[src/inc/sts_pkg.sv]
// Behaviour
// - first stage mode register, nine modes, readable
// - second stage mode register, independent, readable
// - no edge-then-edge or video modes
// - pattern reset forbids stage AND qualifier
// - range qualifier on one stage only
// - one long timer over 30 ns
// - alternating edge mode not selectable
// - device assigns long timer and range qualifier
// - reset enable bit, readable
// - time reset aborts without trigger
// - reset timer starts after delay ends
// - pattern reset aborts without trigger
// - pattern match starts right after stage one
// - reset enabled forbids stage one AND
// - reset type select time or pattern
// - per channel pattern high low dont care
// - reset duration stored and readable
// - delay enable bit, readable
// - delay after stage one before search
// - delay duration stored and readable
// - detector settings carry stage index
package sts_pkg;
  // register byte offsets
  localparam logic [7:0] OFF_MODE = 8'h00;
  localparam logic [7:0] OFF_CTRL = 8'h04;
  localparam logic [7:0] OFF_PAT = 8'h08;
  localparam logic [7:0] OFF_RTIME = 8'h0c;
  localparam logic [7:0] OFF_DTIME = 8'h10;
  localparam logic [7:0] OFF_DET = 8'h14;
  localparam logic [7:0] OFF_STAT = 8'h18;
  // mode register fields
  localparam int MODE1_LSB = 0;
  localparam int MODE2_LSB = 8;
  // control register bits
  localparam int CTRL_RST_EN = 0;
  localparam int CTRL_RST_PAT = 1;
  localparam int CTRL_DLY_EN = 2;
  // detector settings bits
  localparam int DET_AND1 = 0;
  localparam int DET_AND2 = 1;
  localparam int DET_RNG1 = 2;
  localparam int DET_RNG2 = 3;
  localparam int DET_LONG1 = 4;
  localparam int DET_LONG2 = 5;
  // stage modes
  localparam logic [3:0] MODE_EDGE = 4'h0;
  localparam logic [3:0] MODE_GLITCH = 4'h1;
  localparam logic [3:0] MODE_PULSE = 4'h2;
  localparam logic [3:0] MODE_RUNT = 4'h3;
  localparam logic [3:0] MODE_SHOLD = 4'h4;
  localparam logic [3:0] MODE_STATE = 4'h5;
  localparam logic [3:0] MODE_TIMEOUT = 4'h6;
  localparam logic [3:0] MODE_TRANS = 4'h7;
  localparam logic [3:0] MODE_WINDOW = 4'h8;
  // pattern codes per channel, two bits each
  localparam logic [1:0] PAT_X = 2'h0;
  localparam logic [1:0] PAT_LOW = 2'h1;
  localparam logic [1:0] PAT_HIGH = 2'h2;
  // long timer threshold
  localparam int LONG_TIMER_NS = 30;
  localparam int CLK_MHZ = 250;
  localparam int LONG_TIMER_CYC = (LONG_TIMER_NS * CLK_MHZ) / 1000;
  // reset values
  localparam logic [31:0] RST_ZERO = 32'h0000_0000;
  // axi responses
  localparam logic [1:0] RESP_OKAY = 2'h0;
  localparam logic [1:0] RESP_SLVERR = 2'h2;
  typedef enum logic [1:0] {SEQ_FIND1, SEQ_DELAY, SEQ_FIND2} sts_state_t;
endpackage : sts_pkg

[src/sts_sequencer.sv]
module sts_sequencer #(
  parameter int NCH = 4
) (
  // clock and reset
  input wire logic clk_i,
  input wire logic resetn_i,
  input wire logic ce_i,
  // axi4-lite write address
  input wire logic [7:0] s_axi_awaddr_i,
  input wire logic s_axi_awvalid_i,
  output logic s_axi_awready_o,
  // axi4-lite write data
  input wire logic [31:0] s_axi_wdata_i,
  input wire logic [3:0] s_axi_wstrb_i,
  input wire logic s_axi_wvalid_i,
  output logic s_axi_wready_o,
  // axi4-lite write response
  output logic [1:0] s_axi_bresp_o,
  output logic s_axi_bvalid_o,
  input wire logic s_axi_bready_i,
  // axi4-lite read
  input wire logic [7:0] s_axi_araddr_i,
  input wire logic s_axi_arvalid_i,
  output logic s_axi_arready_o,
  output logic [31:0] s_axi_rdata_o,
  output logic [1:0] s_axi_rresp_o,
  output logic s_axi_rvalid_o,
  input wire logic s_axi_rready_i,
  // stage detectors and channel levels
  input wire logic first_stage_event_i,
  input wire logic second_stage_event_i,
  input wire logic [NCH-1:0] chan_level_i,
  // detector routing and trigger
  output logic long_timer_stage_two_o,
  output logic range_qual_stage_two_o,
  output logic trigger_o
);
  // the pattern register holds exactly four two-bit channel codes
  if (NCH != 4) begin : g_bad_nch
    $error("sts_sequencer: NCH must be 4");
  end

  // registers
  logic [3:0] mode1_reg, mode2_reg;
  logic rst_en_reg, rst_pat_reg, dly_en_reg;
  logic [7:0] pat_reg;
  logic [31:0] rtime_reg, dtime_reg;
  logic [5:0] det_reg;
  logic [1:0] aborts_reg;
  sts_pkg::sts_state_t state_reg, state_next;
  logic [31:0] cnt_reg, cnt_next;
  logic trig_reg;
  logic [1:0] ev_s1_reg, ev_s2_reg;
  logic [NCH-1:0] ch_s1_reg, ch_s2_reg;
  logic aw_got_reg, w_got_reg;
  logic [7:0] aw_addr_reg;
  logic [31:0] w_data_reg;
  logic bvalid_reg, rvalid_reg;
  logic [1:0] bresp_reg, rresp_reg;
  logic [31:0] rdata_reg;

  // input synchronisers: stage one only feeds stage two
  always_ff @(posedge clk_i or negedge resetn_i) begin
    if (!resetn_i) begin
      ev_s1_reg <= 2'h0;
      ev_s2_reg <= 2'h0;
      ch_s1_reg <= '0;
      ch_s2_reg <= '0;
    end else if (ce_i) begin
      ev_s1_reg <= {second_stage_event_i, first_stage_event_i};
      ev_s2_reg <= ev_s1_reg;
      ch_s1_reg <= chan_level_i;
      ch_s2_reg <= ch_s1_reg;
    end
  end

  wire ev1 = ev_s2_reg[0];
  wire ev2 = ev_s2_reg[1];

  // mode legality: only the nine listed codes are stored
  // edge-then-edge, video and alternating edge have no code at all
  wire [3:0] wmode1 = w_data_reg[sts_pkg::MODE1_LSB +: 4];
  wire [3:0] wmode2 = w_data_reg[sts_pkg::MODE2_LSB +: 4];
  wire mode1_ok = wmode1 <= sts_pkg::MODE_WINDOW;
  wire mode2_ok = wmode2 <= sts_pkg::MODE_WINDOW;

  // per channel pattern match, don't care always matches
  wire [NCH-1:0] ch_match;
  genvar g;
  generate
    for (g = 0; g < NCH; g++) begin : g_pat
      wire [1:0] code = pat_reg[2*g +: 2];
      assign ch_match[g] = (code == sts_pkg::PAT_HIGH) ? ch_s2_reg[g] :
                           (code == sts_pkg::PAT_LOW) ? !ch_s2_reg[g] :
                           1'b1;
    end
  endgenerate
  wire pat_hit = &ch_match;

  // detector settings sanitising: shared resources go to one stage
  wire [5:0] wdet = w_data_reg[5:0];
  wire and1_ok = !rst_en_reg;
  wire and_ok = !(rst_en_reg && rst_pat_reg);
  wire [5:0] det_clean;
  assign det_clean[sts_pkg::DET_AND1] =
    wdet[sts_pkg::DET_AND1] && and1_ok && and_ok;
  assign det_clean[sts_pkg::DET_AND2] = wdet[sts_pkg::DET_AND2] && and_ok;
  assign det_clean[sts_pkg::DET_RNG1] = wdet[sts_pkg::DET_RNG1];
  // stage one keeps the range qualifier if both ask for it
  assign det_clean[sts_pkg::DET_RNG2] =
    wdet[sts_pkg::DET_RNG2] && !wdet[sts_pkg::DET_RNG1];
  assign det_clean[sts_pkg::DET_LONG1] = wdet[sts_pkg::DET_LONG1];
  // stage two gets the long timer only when the same write does not ask for it on stage one
  assign det_clean[sts_pkg::DET_LONG2] =
    wdet[sts_pkg::DET_LONG2] && !wdet[sts_pkg::DET_LONG1];

  // resource routing to the detector bank
  assign long_timer_stage_two_o = det_reg[sts_pkg::DET_LONG2];
  assign range_qual_stage_two_o = det_reg[sts_pkg::DET_RNG2];

  // write channel handshake, address and data taken in either order
  wire do_write = aw_got_reg && w_got_reg && !bvalid_reg;
  assign s_axi_awready_o = !aw_got_reg && !bvalid_reg;
  assign s_axi_wready_o = !w_got_reg && !bvalid_reg;
  assign s_axi_bvalid_o = bvalid_reg;
  assign s_axi_bresp_o = bresp_reg;
  wire wsel_mode = aw_addr_reg == sts_pkg::OFF_MODE;
  wire wsel_ctrl = aw_addr_reg == sts_pkg::OFF_CTRL;
  wire wsel_pat = aw_addr_reg == sts_pkg::OFF_PAT;
  wire wsel_rtime = aw_addr_reg == sts_pkg::OFF_RTIME;
  wire wsel_dtime = aw_addr_reg == sts_pkg::OFF_DTIME;
  wire wsel_det = aw_addr_reg == sts_pkg::OFF_DET;
  wire wsel_stat = aw_addr_reg == sts_pkg::OFF_STAT;
  wire wmapped = wsel_mode || wsel_ctrl || wsel_pat || wsel_rtime ||
                 wsel_dtime || wsel_det || wsel_stat;

  // byte lane merge for the wide time registers
  function automatic logic [31:0] merge(input logic [31:0] old,
                                        input logic [31:0] nw,
                                        input logic [3:0] st);
    logic [31:0] r;
    r = old;
    for (int i = 0; i < 4; i++) begin
      if (st[i]) r[8*i +: 8] = nw[8*i +: 8];
    end
    return r;
  endfunction : merge

  logic [3:0] w_strb_reg;

  always_ff @(posedge clk_i or negedge resetn_i) begin
    if (!resetn_i) begin
      aw_got_reg <= 1'b0;
      w_got_reg <= 1'b0;
      aw_addr_reg <= 8'h00;
      w_data_reg <= sts_pkg::RST_ZERO;
      w_strb_reg <= 4'h0;
      bvalid_reg <= 1'b0;
      bresp_reg <= sts_pkg::RESP_OKAY;
    end else if (ce_i) begin
      if (s_axi_awvalid_i && s_axi_awready_o) begin
        aw_got_reg <= 1'b1;
        aw_addr_reg <= {s_axi_awaddr_i[7:2], 2'b00};
      end
      if (s_axi_wvalid_i && s_axi_wready_o) begin
        w_got_reg <= 1'b1;
        w_data_reg <= s_axi_wdata_i;
        w_strb_reg <= s_axi_wstrb_i;
      end
      if (do_write) begin
        aw_got_reg <= 1'b0;
        w_got_reg <= 1'b0;
        bvalid_reg <= 1'b1;
        bresp_reg <= wmapped ? sts_pkg::RESP_OKAY : sts_pkg::RESP_SLVERR;
      end else if (bvalid_reg && s_axi_bready_i) begin
        bvalid_reg <= 1'b0;
      end
    end
  end

  // configuration registers; illegal modes leave the old value
  always_ff @(posedge clk_i or negedge resetn_i) begin
    if (!resetn_i) begin
      mode1_reg <= sts_pkg::MODE_EDGE;
      mode2_reg <= sts_pkg::MODE_EDGE;
      rst_en_reg <= 1'b0;
      rst_pat_reg <= 1'b0;
      dly_en_reg <= 1'b0;
      pat_reg <= 8'h00;
      rtime_reg <= sts_pkg::RST_ZERO;
      dtime_reg <= sts_pkg::RST_ZERO;
      det_reg <= 6'h00;
    end else if (ce_i && do_write) begin
      if (wsel_mode && w_strb_reg[0] && mode1_ok) begin
        mode1_reg <= wmode1;
      end
      if (wsel_mode && w_strb_reg[1] && mode2_ok) begin
        mode2_reg <= wmode2;
      end
      if (wsel_ctrl && w_strb_reg[0]) begin
        rst_en_reg <= w_data_reg[sts_pkg::CTRL_RST_EN];
        rst_pat_reg <= w_data_reg[sts_pkg::CTRL_RST_PAT];
        dly_en_reg <= w_data_reg[sts_pkg::CTRL_DLY_EN];
      end
      if (wsel_pat && w_strb_reg[0]) begin
        pat_reg <= w_data_reg[7:0];
      end
      if (wsel_rtime) begin
        rtime_reg <= merge(rtime_reg, w_data_reg, w_strb_reg);
      end
      if (wsel_dtime) begin
        dtime_reg <= merge(dtime_reg, w_data_reg, w_strb_reg);
      end
      if (wsel_det && w_strb_reg[0]) begin
        det_reg <= det_clean;
      end
    end
  end

  // sequencer next state and shared counter
  wire rst_time = rst_en_reg && !rst_pat_reg;
  wire rst_pat = rst_en_reg && rst_pat_reg && pat_hit;
  wire time_out = rst_time && (cnt_reg >= rtime_reg);
  logic abort_pulse;
  always_comb begin
    state_next = state_reg;
    cnt_next = cnt_reg;
    abort_pulse = 1'b0;
    case (state_reg)
      sts_pkg::SEQ_FIND1: begin
        cnt_next = sts_pkg::RST_ZERO;
        if (ev1) begin
          state_next = dly_en_reg ? sts_pkg::SEQ_DELAY :
                       sts_pkg::SEQ_FIND2;
        end
      end
      sts_pkg::SEQ_DELAY: begin
        cnt_next = cnt_reg + 32'h1;
        if (rst_pat) begin
          state_next = sts_pkg::SEQ_FIND1;
          abort_pulse = 1'b1;
        end else if (cnt_reg + 32'h1 >= dtime_reg) begin
          state_next = sts_pkg::SEQ_FIND2;
          cnt_next = sts_pkg::RST_ZERO;
        end
      end
      sts_pkg::SEQ_FIND2: begin
        cnt_next = cnt_reg + 32'h1;
        if (ev2) begin
          state_next = sts_pkg::SEQ_FIND1;
        end else if (rst_pat || time_out) begin
          state_next = sts_pkg::SEQ_FIND1;
          abort_pulse = 1'b1;
        end
        // with reset off neither abort term can fire
      end
      default: state_next = sts_pkg::SEQ_FIND1;
    endcase
  end

  wire fire = (state_reg == sts_pkg::SEQ_FIND2) && ev2;

  // sequencer state; trigger is a one cycle registered pulse
  always_ff @(posedge clk_i or negedge resetn_i) begin
    if (!resetn_i) begin
      state_reg <= sts_pkg::SEQ_FIND1;
      cnt_reg <= sts_pkg::RST_ZERO;
      trig_reg <= 1'b0;
      aborts_reg <= 2'h0;
    end else if (ce_i) begin
      state_reg <= state_next;
      cnt_reg <= cnt_next;
      trig_reg <= fire;
      if (abort_pulse) aborts_reg <= aborts_reg + 2'h1;
    end
  end
  assign trigger_o = trig_reg;

  // read channel: one cycle after arvalid, held until rready
  wire [7:0] ra = {s_axi_araddr_i[7:2], 2'b00};
  wire [31:0] rd_mode = {20'h0, mode2_reg, 4'h0, mode1_reg};
  wire [31:0] rd_ctrl = {29'h0, dly_en_reg, rst_pat_reg, rst_en_reg};
  wire [31:0] rd_stat = {26'h0, aborts_reg, 2'h0, state_reg};
  wire rmapped = ra <= sts_pkg::OFF_STAT;
  wire [31:0] rd_val =
    (ra == sts_pkg::OFF_MODE) ? rd_mode :
    (ra == sts_pkg::OFF_CTRL) ? rd_ctrl :
    (ra == sts_pkg::OFF_PAT) ? {24'h0, pat_reg} :
    (ra == sts_pkg::OFF_RTIME) ? rtime_reg :
    (ra == sts_pkg::OFF_DTIME) ? dtime_reg :
    (ra == sts_pkg::OFF_DET) ? {26'h0, det_reg} :
    (ra == sts_pkg::OFF_STAT) ? rd_stat : sts_pkg::RST_ZERO;
  assign s_axi_arready_o = !rvalid_reg;
  assign s_axi_rvalid_o = rvalid_reg;
  assign s_axi_rdata_o = rdata_reg;
  assign s_axi_rresp_o = rresp_reg;

  always_ff @(posedge clk_i or negedge resetn_i) begin
    if (!resetn_i) begin
      rvalid_reg <= 1'b0;
      rdata_reg <= sts_pkg::RST_ZERO;
      rresp_reg <= sts_pkg::RESP_OKAY;
    end else if (ce_i) begin
      if (s_axi_arvalid_i && !rvalid_reg) begin
        rvalid_reg <= 1'b1;
        rdata_reg <= rd_val;
        rresp_reg <= rmapped ? sts_pkg::RESP_OKAY : sts_pkg::RESP_SLVERR;
      end else if (rvalid_reg && s_axi_rready_i) begin
        rvalid_reg <= 1'b0;
      end
    end
  end
endmodule : sts_sequencer
[config.mk]
export PLATFORM = sky130hd
export DESIGN_NAME = sts_sequencer
export DESIGN_NICKNAME = d
export VERILOG_FILES = /design/src/inc/sts_pkg.sv /design/src/sts_sequencer.sv
export SDC_FILE = /design/constraint.sdc
export NUM_CORES = 1
export LEC_CHECK = 0
export ABC_AREA = 1
export BUFFER_PORTS_ARGS = -buffer_cell sky130_fd_sc_hd__buf_4
export CORE_ASPECT_RATIO = 1.1
export CORE_MARGIN = 2
export CORE_UTILIZATION = 61
export CTS_CLUSTER_DIAMETER = 60
export DETAILED_ROUTE_END_ITERATION = 6
export PLACE_DENSITY = 0.82
export SYNTH_ARGS = -nofsm -noshare
export SYNTH_HDL_FRONTEND = slang
export SYNTH_SLANG_ARGS = --single-unit
[constraint.sdc]
create_clock -name clk_i -period 5.9 [get_ports clk_i]
set_input_delay 0.59 -clock clk_i [delete_from_list [all_inputs] [get_ports clk_i]]
set_output_delay 0.59 -clock clk_i [all_outputs]
set_load 0.03 [all_outputs]
# After elaboration in Yosys (flattened, before gate mapping)
# Index checks and enable logic that the tools add are counted.
op_classes:
  n_reduce_logical: 80
  n_mux: 39
  n_eq_ne: 25
  n_lt_le_gt_ge: 5
  n_addsub: 2
op_table:
  columns: ["cell", "count"]
  rows:
  - ["$mux W32", 7]
  - ["$pmux W32 S3", 1]
  - ["$ge A32 B32 Y1", 2]
  - ["$eq A6 B3 Y1 const B", 6]
  - ["$add A32 B1 Y32 const B", 1]
  - ["$reduce_and A2 Y1", 15]
  - ["$logic_and A1 B1 Y1", 27]
  - ["$eq A6 B2 Y1 const B", 4]
  - ["$reduce_and A3 Y1", 8]
  - ["$mux W1", 19]
  - ["$logic_not A8 Y1", 2]
  - ["$mux W2", 8]
  - ["$logic_not A1 Y1", 13]
  - ["$eq A6 B1 Y1 const B", 2]
  - ["$mux W6", 2]
  - ["$eq A2 B1 Y1 const B", 5]
  - ["$eq A2 B2 Y1 const B", 5]
  - ["$le A4 B4 Y1 const B", 2]
  - ["$le A8 B5 Y1 const B", 1]
  - ["$reduce_and A4 Y1", 2]
  - ["$reduce_bool A2 Y1", 4]
  - ["$logic_or A1 B1 Y1", 7]
  - ["$ne A3 B3 Y1 const B", 2]
  - ["$pmux W2 S3", 1]
  - ["5 further kinds", 5]
totals:
  in_bits: 66
  out_inout_bits: 44
  word_cells: 184
  register_bits: 220

# Logic depth before layout (Yosys ltp)
# Gate-level depths: netlist (run 1).
depth:
  word_depth: 10
  ltp_mapped: 22
  ltp_nobuf: 21

# Worst setup path before layout (run 1)
# Ideal clock, no wire load.
synth_timing:
  path_type: "register -> register"
  from: "reg cnt_reg[0]"
  to: "reg cnt_reg[13]"
  stages_incl_launch_ff: 20
  path_buffers: 1
  arrival_ps: 2750
  setup_time_ps: 132
  slack_ps: 3018
  required_time_ps: 5768
  path_cell_list: "dfrtp_1 ha_1 nand3_1 nor2_1 nand2_1 nor2_1 nand4_1 xor2_1 inv_1 ha_1 nand2_1 nor2_1 nand2_1 nor4_2 nand3_1 nand4_1 nand3_1 buf_2 nand2_1 o21ai_0"
synth_via:
  elab_chain_cells: 5
synth_rtl:
  columns: ["element", "line", "source"]
  rows:
  - ["start: declaration", "sts_sequencer.sv:51", "logic [31:0] cnt_reg, cnt_next;"]
  - ["start signal: assignment", "sts_sequencer.sv:267", "cnt_reg <= sts_pkg::RST_ZERO;"]
  - ["start signal: assignment", "sts_sequencer.sv:272", "cnt_reg <= cnt_next;"]
  - ["$add A32 B1 Y32 (*)", "sts_sequencer.sv:238, sts_sequencer.sv:242, sts_sequencer.sv:248", null]
  - ["$ge A32 B32 Y1", "sts_sequencer.sv:242", "end else if (cnt_reg + 32'h1 >= dtime_reg) begin"]
  - ["$mux W32", "sts_sequencer.sv:242", null]
  - ["$mux W32", "sts_sequencer.sv:239", "if (rst_pat) begin"]
  - ["$pmux W32 S3 (*)", "sts_sequencer.sv:229", "case (state_reg)"]
# Mark *: on every way between the ends. The rest lies on a longest branch, timed or not.
# A chain may end at the register's enable or synchronous reset.

# Final worst setup path (run 1)
layout_timing:
  from: "reg cnt_reg[1]"
  to: "reg cnt_reg[20]"
# Same word-level chain as after synthesis.

==> results of run 1 <==
## report_power, final
| group | internal (mW) | switching, mW |
|---|---|---|
| combinational | 0.345 | 0.782 |
| clock | 0.972 | 0.611 |
| sequential | 1.76 | 0.155 |
## cells by family (layout without fill, tap and decap cells)
logic type / Yosys count / count (layout) / synth area share [%]
flops: 218 / 218 / 46.9
other cells: 1 / 2 / 0.0323
xor+xnor: 25 / 25 / 1.88
buf+inv: 264 / 373 / 8.75
fa+ha+maj: 69 / 69 / 7.43
simple gates: 619 / 619 / 21.7
compound gates: 277 / 277 / 12.9
mux: 4 / 4 / 0.388
## worst paths after layout
path / from / endpoint / slack (ns) / cells past startpoint
max in group asynchronous: resetn_i / s_axi_rdata_o[22]$_DFFE_PN0P_ / 4.66 / 2
min in group clk_i: s_axi_wdata_i[25] / w_data_reg[25]$_DFFE_PN0P_ / 0.27 / 3
worst max-delay path: cnt_reg[1]$_DFFE_PN0P_ / cnt_reg[20]$_DFFE_PN0P_ / 2.01 / 19
worst max register to register: cnt_reg[1]$_DFFE_PN0P_ / cnt_reg[20]$_DFFE_PN0P_ / 2.01 / 19
worst min register to register: ev_s1_reg[0]$_DFFE_PN0P_ / ev_s1_reg[0]$_DFFE_PN0P_ / 0.47 / 2
worst min-delay path: resetn_i / aw_addr_reg[3]$_DFFE_PN0P_ / 0.15 / 1
## Yosys cell counts (all sizes together)
master	n	share of area, %
conb	1	0.032
o21a	3	0.19
and2	1	0.054
mux2	4	0.39
xnor2	1	0.075
o21ai	188	8.1
o21bai	1	0.065
a21oi	45	1.9
xor2	24	1.8
clkinv	1	0.032
nand2	428	14
nor2	109	3.6
or2	2	0.11
nand3	33	1.5
nor3	22	1.2
o22ai	9	0.48
clkbuf	31	1.0
buf	12	0.61
a22oi	20	1.3
o221ai	2	0.15
nand4	16	0.86
nand3b	1	0.065
a31oi	2	0.11
nor4	5	0.32
ha	69	7.4
a21o	1	0.065
or3	2	0.11
o2111ai	3	0.23
dfrtp	218	47
inv	220	7.1
o311ai	1	0.075
o31ai	2	0.13
## metrics by stage
stage	setup slack (ns)	instance area (sq um)
final	2.01	13400
after detailed placement	2.17	12600
after CTS	2.14	13400
after global placement	2.28	12600
after global routing	1.68	13400
after floorplan	3.02	11600
## layout by cell type (no fill, tap or decap), drive strengths merged
cell / n
a21o: 1
a21oi: 45
a22oi: 20
a31oi: 2
and2: 1
buf: 108
bufinv: 4
clkbuf: 31
clkinv: 9
clkinvlp: 1
conb: 2
dfrtp: 218
ha: 69
inv: 220
mux2: 4
nand2: 428
nand3: 33
nand3b: 1
nand4: 16
nor2: 109
nor3: 22
nor4: 5
o2111ai: 3
o21a: 3
o21ai: 188
o21bai: 1
o221ai: 2
o22ai: 9
o311ai: 1
o31ai: 2
or2: 2
or3: 2
xnor2: 1
xor2: 24
## cell type report
cell class                      instances  area share, %
Clock buffer                           30           4.95
Timing Repair Buffer                  109           6.24
Inverter                              221           6.18
Multi-Input combinational cell        996           38.4
Clock inverter                         13           1.28
Sequential cell                       218           40.6
Tap cell                              243           2.27
## critical path, cell delays in order, from the launching register on
cell and delay [ns]:
dfrtp_1 0.43, ha_1 0.21, nand3_1 0.18, nor2_1 0.24, nand2_1 0.12, nor2_1 0.23
nand4_1 0.15, xor2_1 0.28, inv_1 0.08, ha_1 0.27, nand2_1 0.06, nor2_1 0.13
nand2_1 0.15, nor4_2 0.38, nand3_1 0.18, nand4_1 0.13, nand3_1 0.07, buf_4 0.26
nand2_1 0.10, o21ai_0 0.10
## routing by layer
metal	part of all wire (%)	global-route usage (%)
met5	0	0
met4	3.0	9.90
met3	8.2	5.13
met2	45	47.0
met1	44	44.2
==> flow_summary_export.csv, run 1 <==
group,metric,value,unit
run_status,status,"finished, final reports clean",
synth,yosys_warnings,0,
floorplanning,die_w,136,um
timing,drv_slew,0,
cts,postCtsSetupRepairBufs,0,
run,maxCapViolations,0,
synth,yosysSeqAreaShare,46.9,%
synth,synth_cell_types,45,
timing,setup_viol,0,
timing,max_slew.worst_pin.slew,0.879,ns
cts,cts_buffers,24,
power_and_ir_drop,power_leakage,6.76,nW
power_and_ir_drop,peakVddDrop,0.000270,V
worst_setup_path,arrival,4.28,ns
cells_and_area,fillers,1485,
floorplanning,die_h,149,um
routing,wire_per_inst,16.2,um
power_and_ir_drop,fin_total_pwr,4.63,mW
global_routing,grt_max_degree,115,
worst_setup_path,worstPathMaxFanout,32,
worst_setup_path,required,6.29,ns
cts,cts.sinks,218,
timing,tns,0,ns
global_routing,antenna_found_initial,0,
global_routing,grt_pass1_vias,9733,
routing,post-route-drc-count,0,
synth,syn_inst,1477,
global_routing,track_usage,30.4,%
routing,drtAntennaViolNets,0,
timing,slew-limit-headroom,41.3,%
power_and_ir_drop,p_per_area,345,nW/um^2
placement,dp_cells,1787,
cells_and_area,final_core_util,72.4,%
floorplanning,core.rowCount,52,
cells_and_area,register_area,5460,sq um
cts,post_cts_resized,0,
synth,syn_area,11600,sq um
worst_setup_path,crit_type,"reg2reg",
timing,period_needed,3.89,ns
cells_and_area,num_antenna_cells,0,
routing,wl,29700,um
cells_and_area,multiInputGateArea,5160,sq um
cts,cts-root-buf,"clkbuf_16",
cts,htree_levels,1,
cells_and_area,final-instance-count-excl-fill,1830,
timing,fmax,257,MHz
timing,min_period_over_period,65.9,%
timing,hold_violations,0,
cells_and_area,area_growth,15.5,%
routing,drt_iter0_drc,835,
routing,drt-pass1-iter-count,6,
cts,clock_path_buffers,3,
synth,avgSynthCellArea,7.87,sq um
worst_setup_path,endpoint_kind,"register",
floorplanning,die-area,20200,sq um
routing,routed_via_density,5.59,
timing,rsz0062_at_grt,"false",
timing,whs,0.150,ns
routing,vias,10200,
floorplanning,coreArea,18500,sq um
cts,worstSkewPairLatency,0.52,ns
worst_hold_path,hp-class,"in2async",
floorplanning,start_util,62.7,%
placement,gp_congestion,0.970,
floorplanning,pin_count,110,
cts,hold_buffers,0,
placement,io_buffers,103,
placement,dpl.hpwl,21400,um
cells_and_area,nNetsFinal,1705,
cts,cts.clk_slew.worst_paths,0.06,ns
cells_and_area,layout-drive-gt1-share,11.1,%
global_routing,overflow,0,
worst_setup_path,critPathLaunchType,"register",
synth,ys_ff_latch,218,
timing,fin_skew,0.0146,ns
cts,cts_tree,"built",
global_routing,grt_pass1_wl,48600,um
Note: power is estimated with default switching activity, not from simulation.
==> run 2: changes to the inputs <==
Settings changed: CORE_UTILIZATION 61 to 54, PLACE_DENSITY 0.82 to 0.77.
Clock period 5.9 ns to 3.4 ns, I/O delays scaled along.
==> flow_summary_export.csv, run 2 (synthesis gave the netlist of run 1 again) <==
group,metric,value,unit
run_status,status,"finished, violations left",
run_status,violations,"setup timing",
routing,vias,10300,
timing,setup_viol,23,
routing,wl,30300,um
timing,tns,-0.442,ns
power_and_ir_drop,fin_total_pwr,7.97,mW
cells_and_area,final_design_area_no_fill,13800,sq um
worst_setup_path,ff2ff_path_depth,23,
worst_setup_path,required,3.79,ns
worst_setup_path,r2r_setup_slack,-0.03,ns
timing,max_slew.worst_pin.slew,0.802,ns
cells_and_area,final_common_cell,"nand2_1",
cts,clock_path_buffers,3,
worst_setup_path,crit_type,"reg2reg",
cells_and_area,final-instance-count-excl-fill,1901,
cells_and_area,fillers,1780,
routing,drt-pass1-iter-count,5,
cts,cts_buffers,22,
worst_setup_path,reg2reg_to,"cnt_reg[3]$_DFFE_PN0P_",
worst_setup_path,arrival,3.82,ns
timing,worst_slack,-0.0330,ns
power_and_ir_drop,power_leakage,6.94,nW
worst_setup_path,worstPathMaxFanout,8,
cts,cts.clk_slew.worst_paths,0.07,ns
worst_setup_path,reg2reg_from,"cnt_reg[1]$_DFFE_PN0P_",
cells_and_area,register_area,5470,sq um
placement,place_ws,0.0601,ns
timing,rsz0062_at_grt,"true",
worst_hold_path,hp-class,"in2reg",
placement,dpl.hpwl,21500,um
cells_and_area,layout_common_cells,"nand2_1, inv_1, dfrtp_1",
global_routing,grt_pass1_vias,9693,
cts,cts_tree,"built",
placement,io_buffers,103,
routing,drtAntennaViolNets,0,
routing,wire_per_inst,15.9,um
worst_setup_path,worstSetupStartpoint,"cnt_reg[1]$_DFFE_PN0P_",
cells_and_area,nNetsFinal,1731,
power_and_ir_drop,peakVddDrop,0.000449,V
worst_setup_path,cp_slowest_stage_delay,0.41,ns
worst_setup_path,critPathLaunchType,"register",
worst_setup_path,path_cells,"ha_2 -> nand3_4 -> inv_4 -> nand2_4 -> nor2_4 -> nand2_2 -> inv_2 -> nand3_2 -> or2_0 -> nand2_1 -> inv_1 -> ha_1 -> nand2_1 -> nor2_2 -> nand2_2 -> nor4_2 -> buf_4 -> nand2_2 -> nand4_1 -> nand3_4 -> clkbuf_16 -> nand2_1 -> o21ai_0",
floorplanning,die_h,158,um
cells_and_area,final_core_util,65.2,%
worst_setup_path,critPathSlowestCell,"dfrtp_1",
routing,routed_via_density,5.43,
placement,dp_cells,1851,
timing,fin_skew,0.0175,ns
timing,hold_violations,0,
timing,drv_slew,0,
run,maxCapViolations,0,
cells_and_area,layout-drive-gt1-share,15.2,%
cts,cts.sinks,218,
cells_and_area,area_growth,19.0,%
placement,gp_congestion,0.940,
timing,slew-limit-headroom,46.5,%
cts,htree_levels,1,
routing,post-route-drc-count,0,
timing,min_period_over_period,101,%
routing,drt_iter0_drc,871,
worst_setup_path,endpoint_kind,"register",
global_routing,grt_max_degree,106,
worst_hold_path,holdCritStartpoint,"chan_level_i[3]",
timing,whs,0.0277,ns
cells_and_area,multiInputGateArea,5350,sq um
floorplanning,start_util,54.7,%
floorplanning,die-area,22700,sq um
floorplanning,core.rowCount,56,
placement,placed_area,12800,sq um
timing,fmax,291,MHz
worst_setup_path,cp-endpoint,"cnt_reg[3]$_DFFE_PN0P_",
floorplanning,coreArea,21200,sq um
cts,worstSkewPairLatency,0.51,ns
cells_and_area,num_antenna_cells,0,
global_routing,overflow,0,
global_routing,grt_pass1_wl,48700,um
floorplanning,pin_count,110,
power_and_ir_drop,p_per_area,576,nW/um^2
global_routing,track_usage,26.9,%
global_routing,antenna_found_initial,0,
cts,cts-root-buf,"clkbuf_16",
timing,period_needed,3.43,ns
floorplanning,die_w,144,um
## run 2: critical path: cells and delay by family (launching register included)
family                   cells  cell delay [ns]
AO/OA/AOI/OAI                1             0.06
adder cells (fa/ha/maj)      2             0.52
buffers and inverters        5             0.61
flip-flops                   1             0.41
AND/OR/NAND/NOR             15             1.70
## run 2: worst min path at each step
stage / to / slack, ns / cells past startpoint
2_1_floorplan: aborts_reg[0]$_DFFE_PN0P_ / 0.04 / 0
3_3_place_gp: s_axi_rdata_o[10]$_DFFE_PN0P_ / 0.45 / 1
3_5_place_dp: aw_addr_reg[4]$_DFFE_PN0P_ / 0.45 / 1
4_1_cts: ch_s1_reg[3]$_DFFE_PN0P_ / 0.01 / 3
5_1_grt: ev_s1_reg[0]$_DFFE_PN0P_ / 0.03 / 3
6_report: ch_s1_reg[3]$_DFFE_PN0P_ / 0.03 / 3
## run 2: power by group
part / switching [mW] / internal, mW
logic: 1.42 / 0.754
registers: 0.266 / 3.05
clock network: 1.02 / 1.45
## run 2: timing repair
| item | 4_1_cts | 5_1_grt |
|---|---|---|
| setup endpoints to repair | 0 | 34 |
| gates resized for setup | 0 | 73 |
| buffers inserted | 0 | 7 |
| hold buffers | 1 | 0 |
| hold endpoints to repair | 102 | 0 |
## run 2: layout make-up
class,count,area share [%]
multi-input combinational,996,38.6
clock inverter,9,0.687
timing repair buffer,137,7.97
sequential,218,39.5
inverter,221,6.01
clock buffer,30,4.57
tap,290,2.62
## run 2: routing by layer
layer | vias up | global-route usage, % | share of wire [%]
met5 | - | 0 | 0
met4 | 0 | 7.28 | 2.2
met1 | 4912 | 40.1 | 44
met2 | 397 | 41.7 | 46
met3 | 60 | 3.63 | 7.8
li1 | 4958 | - | -
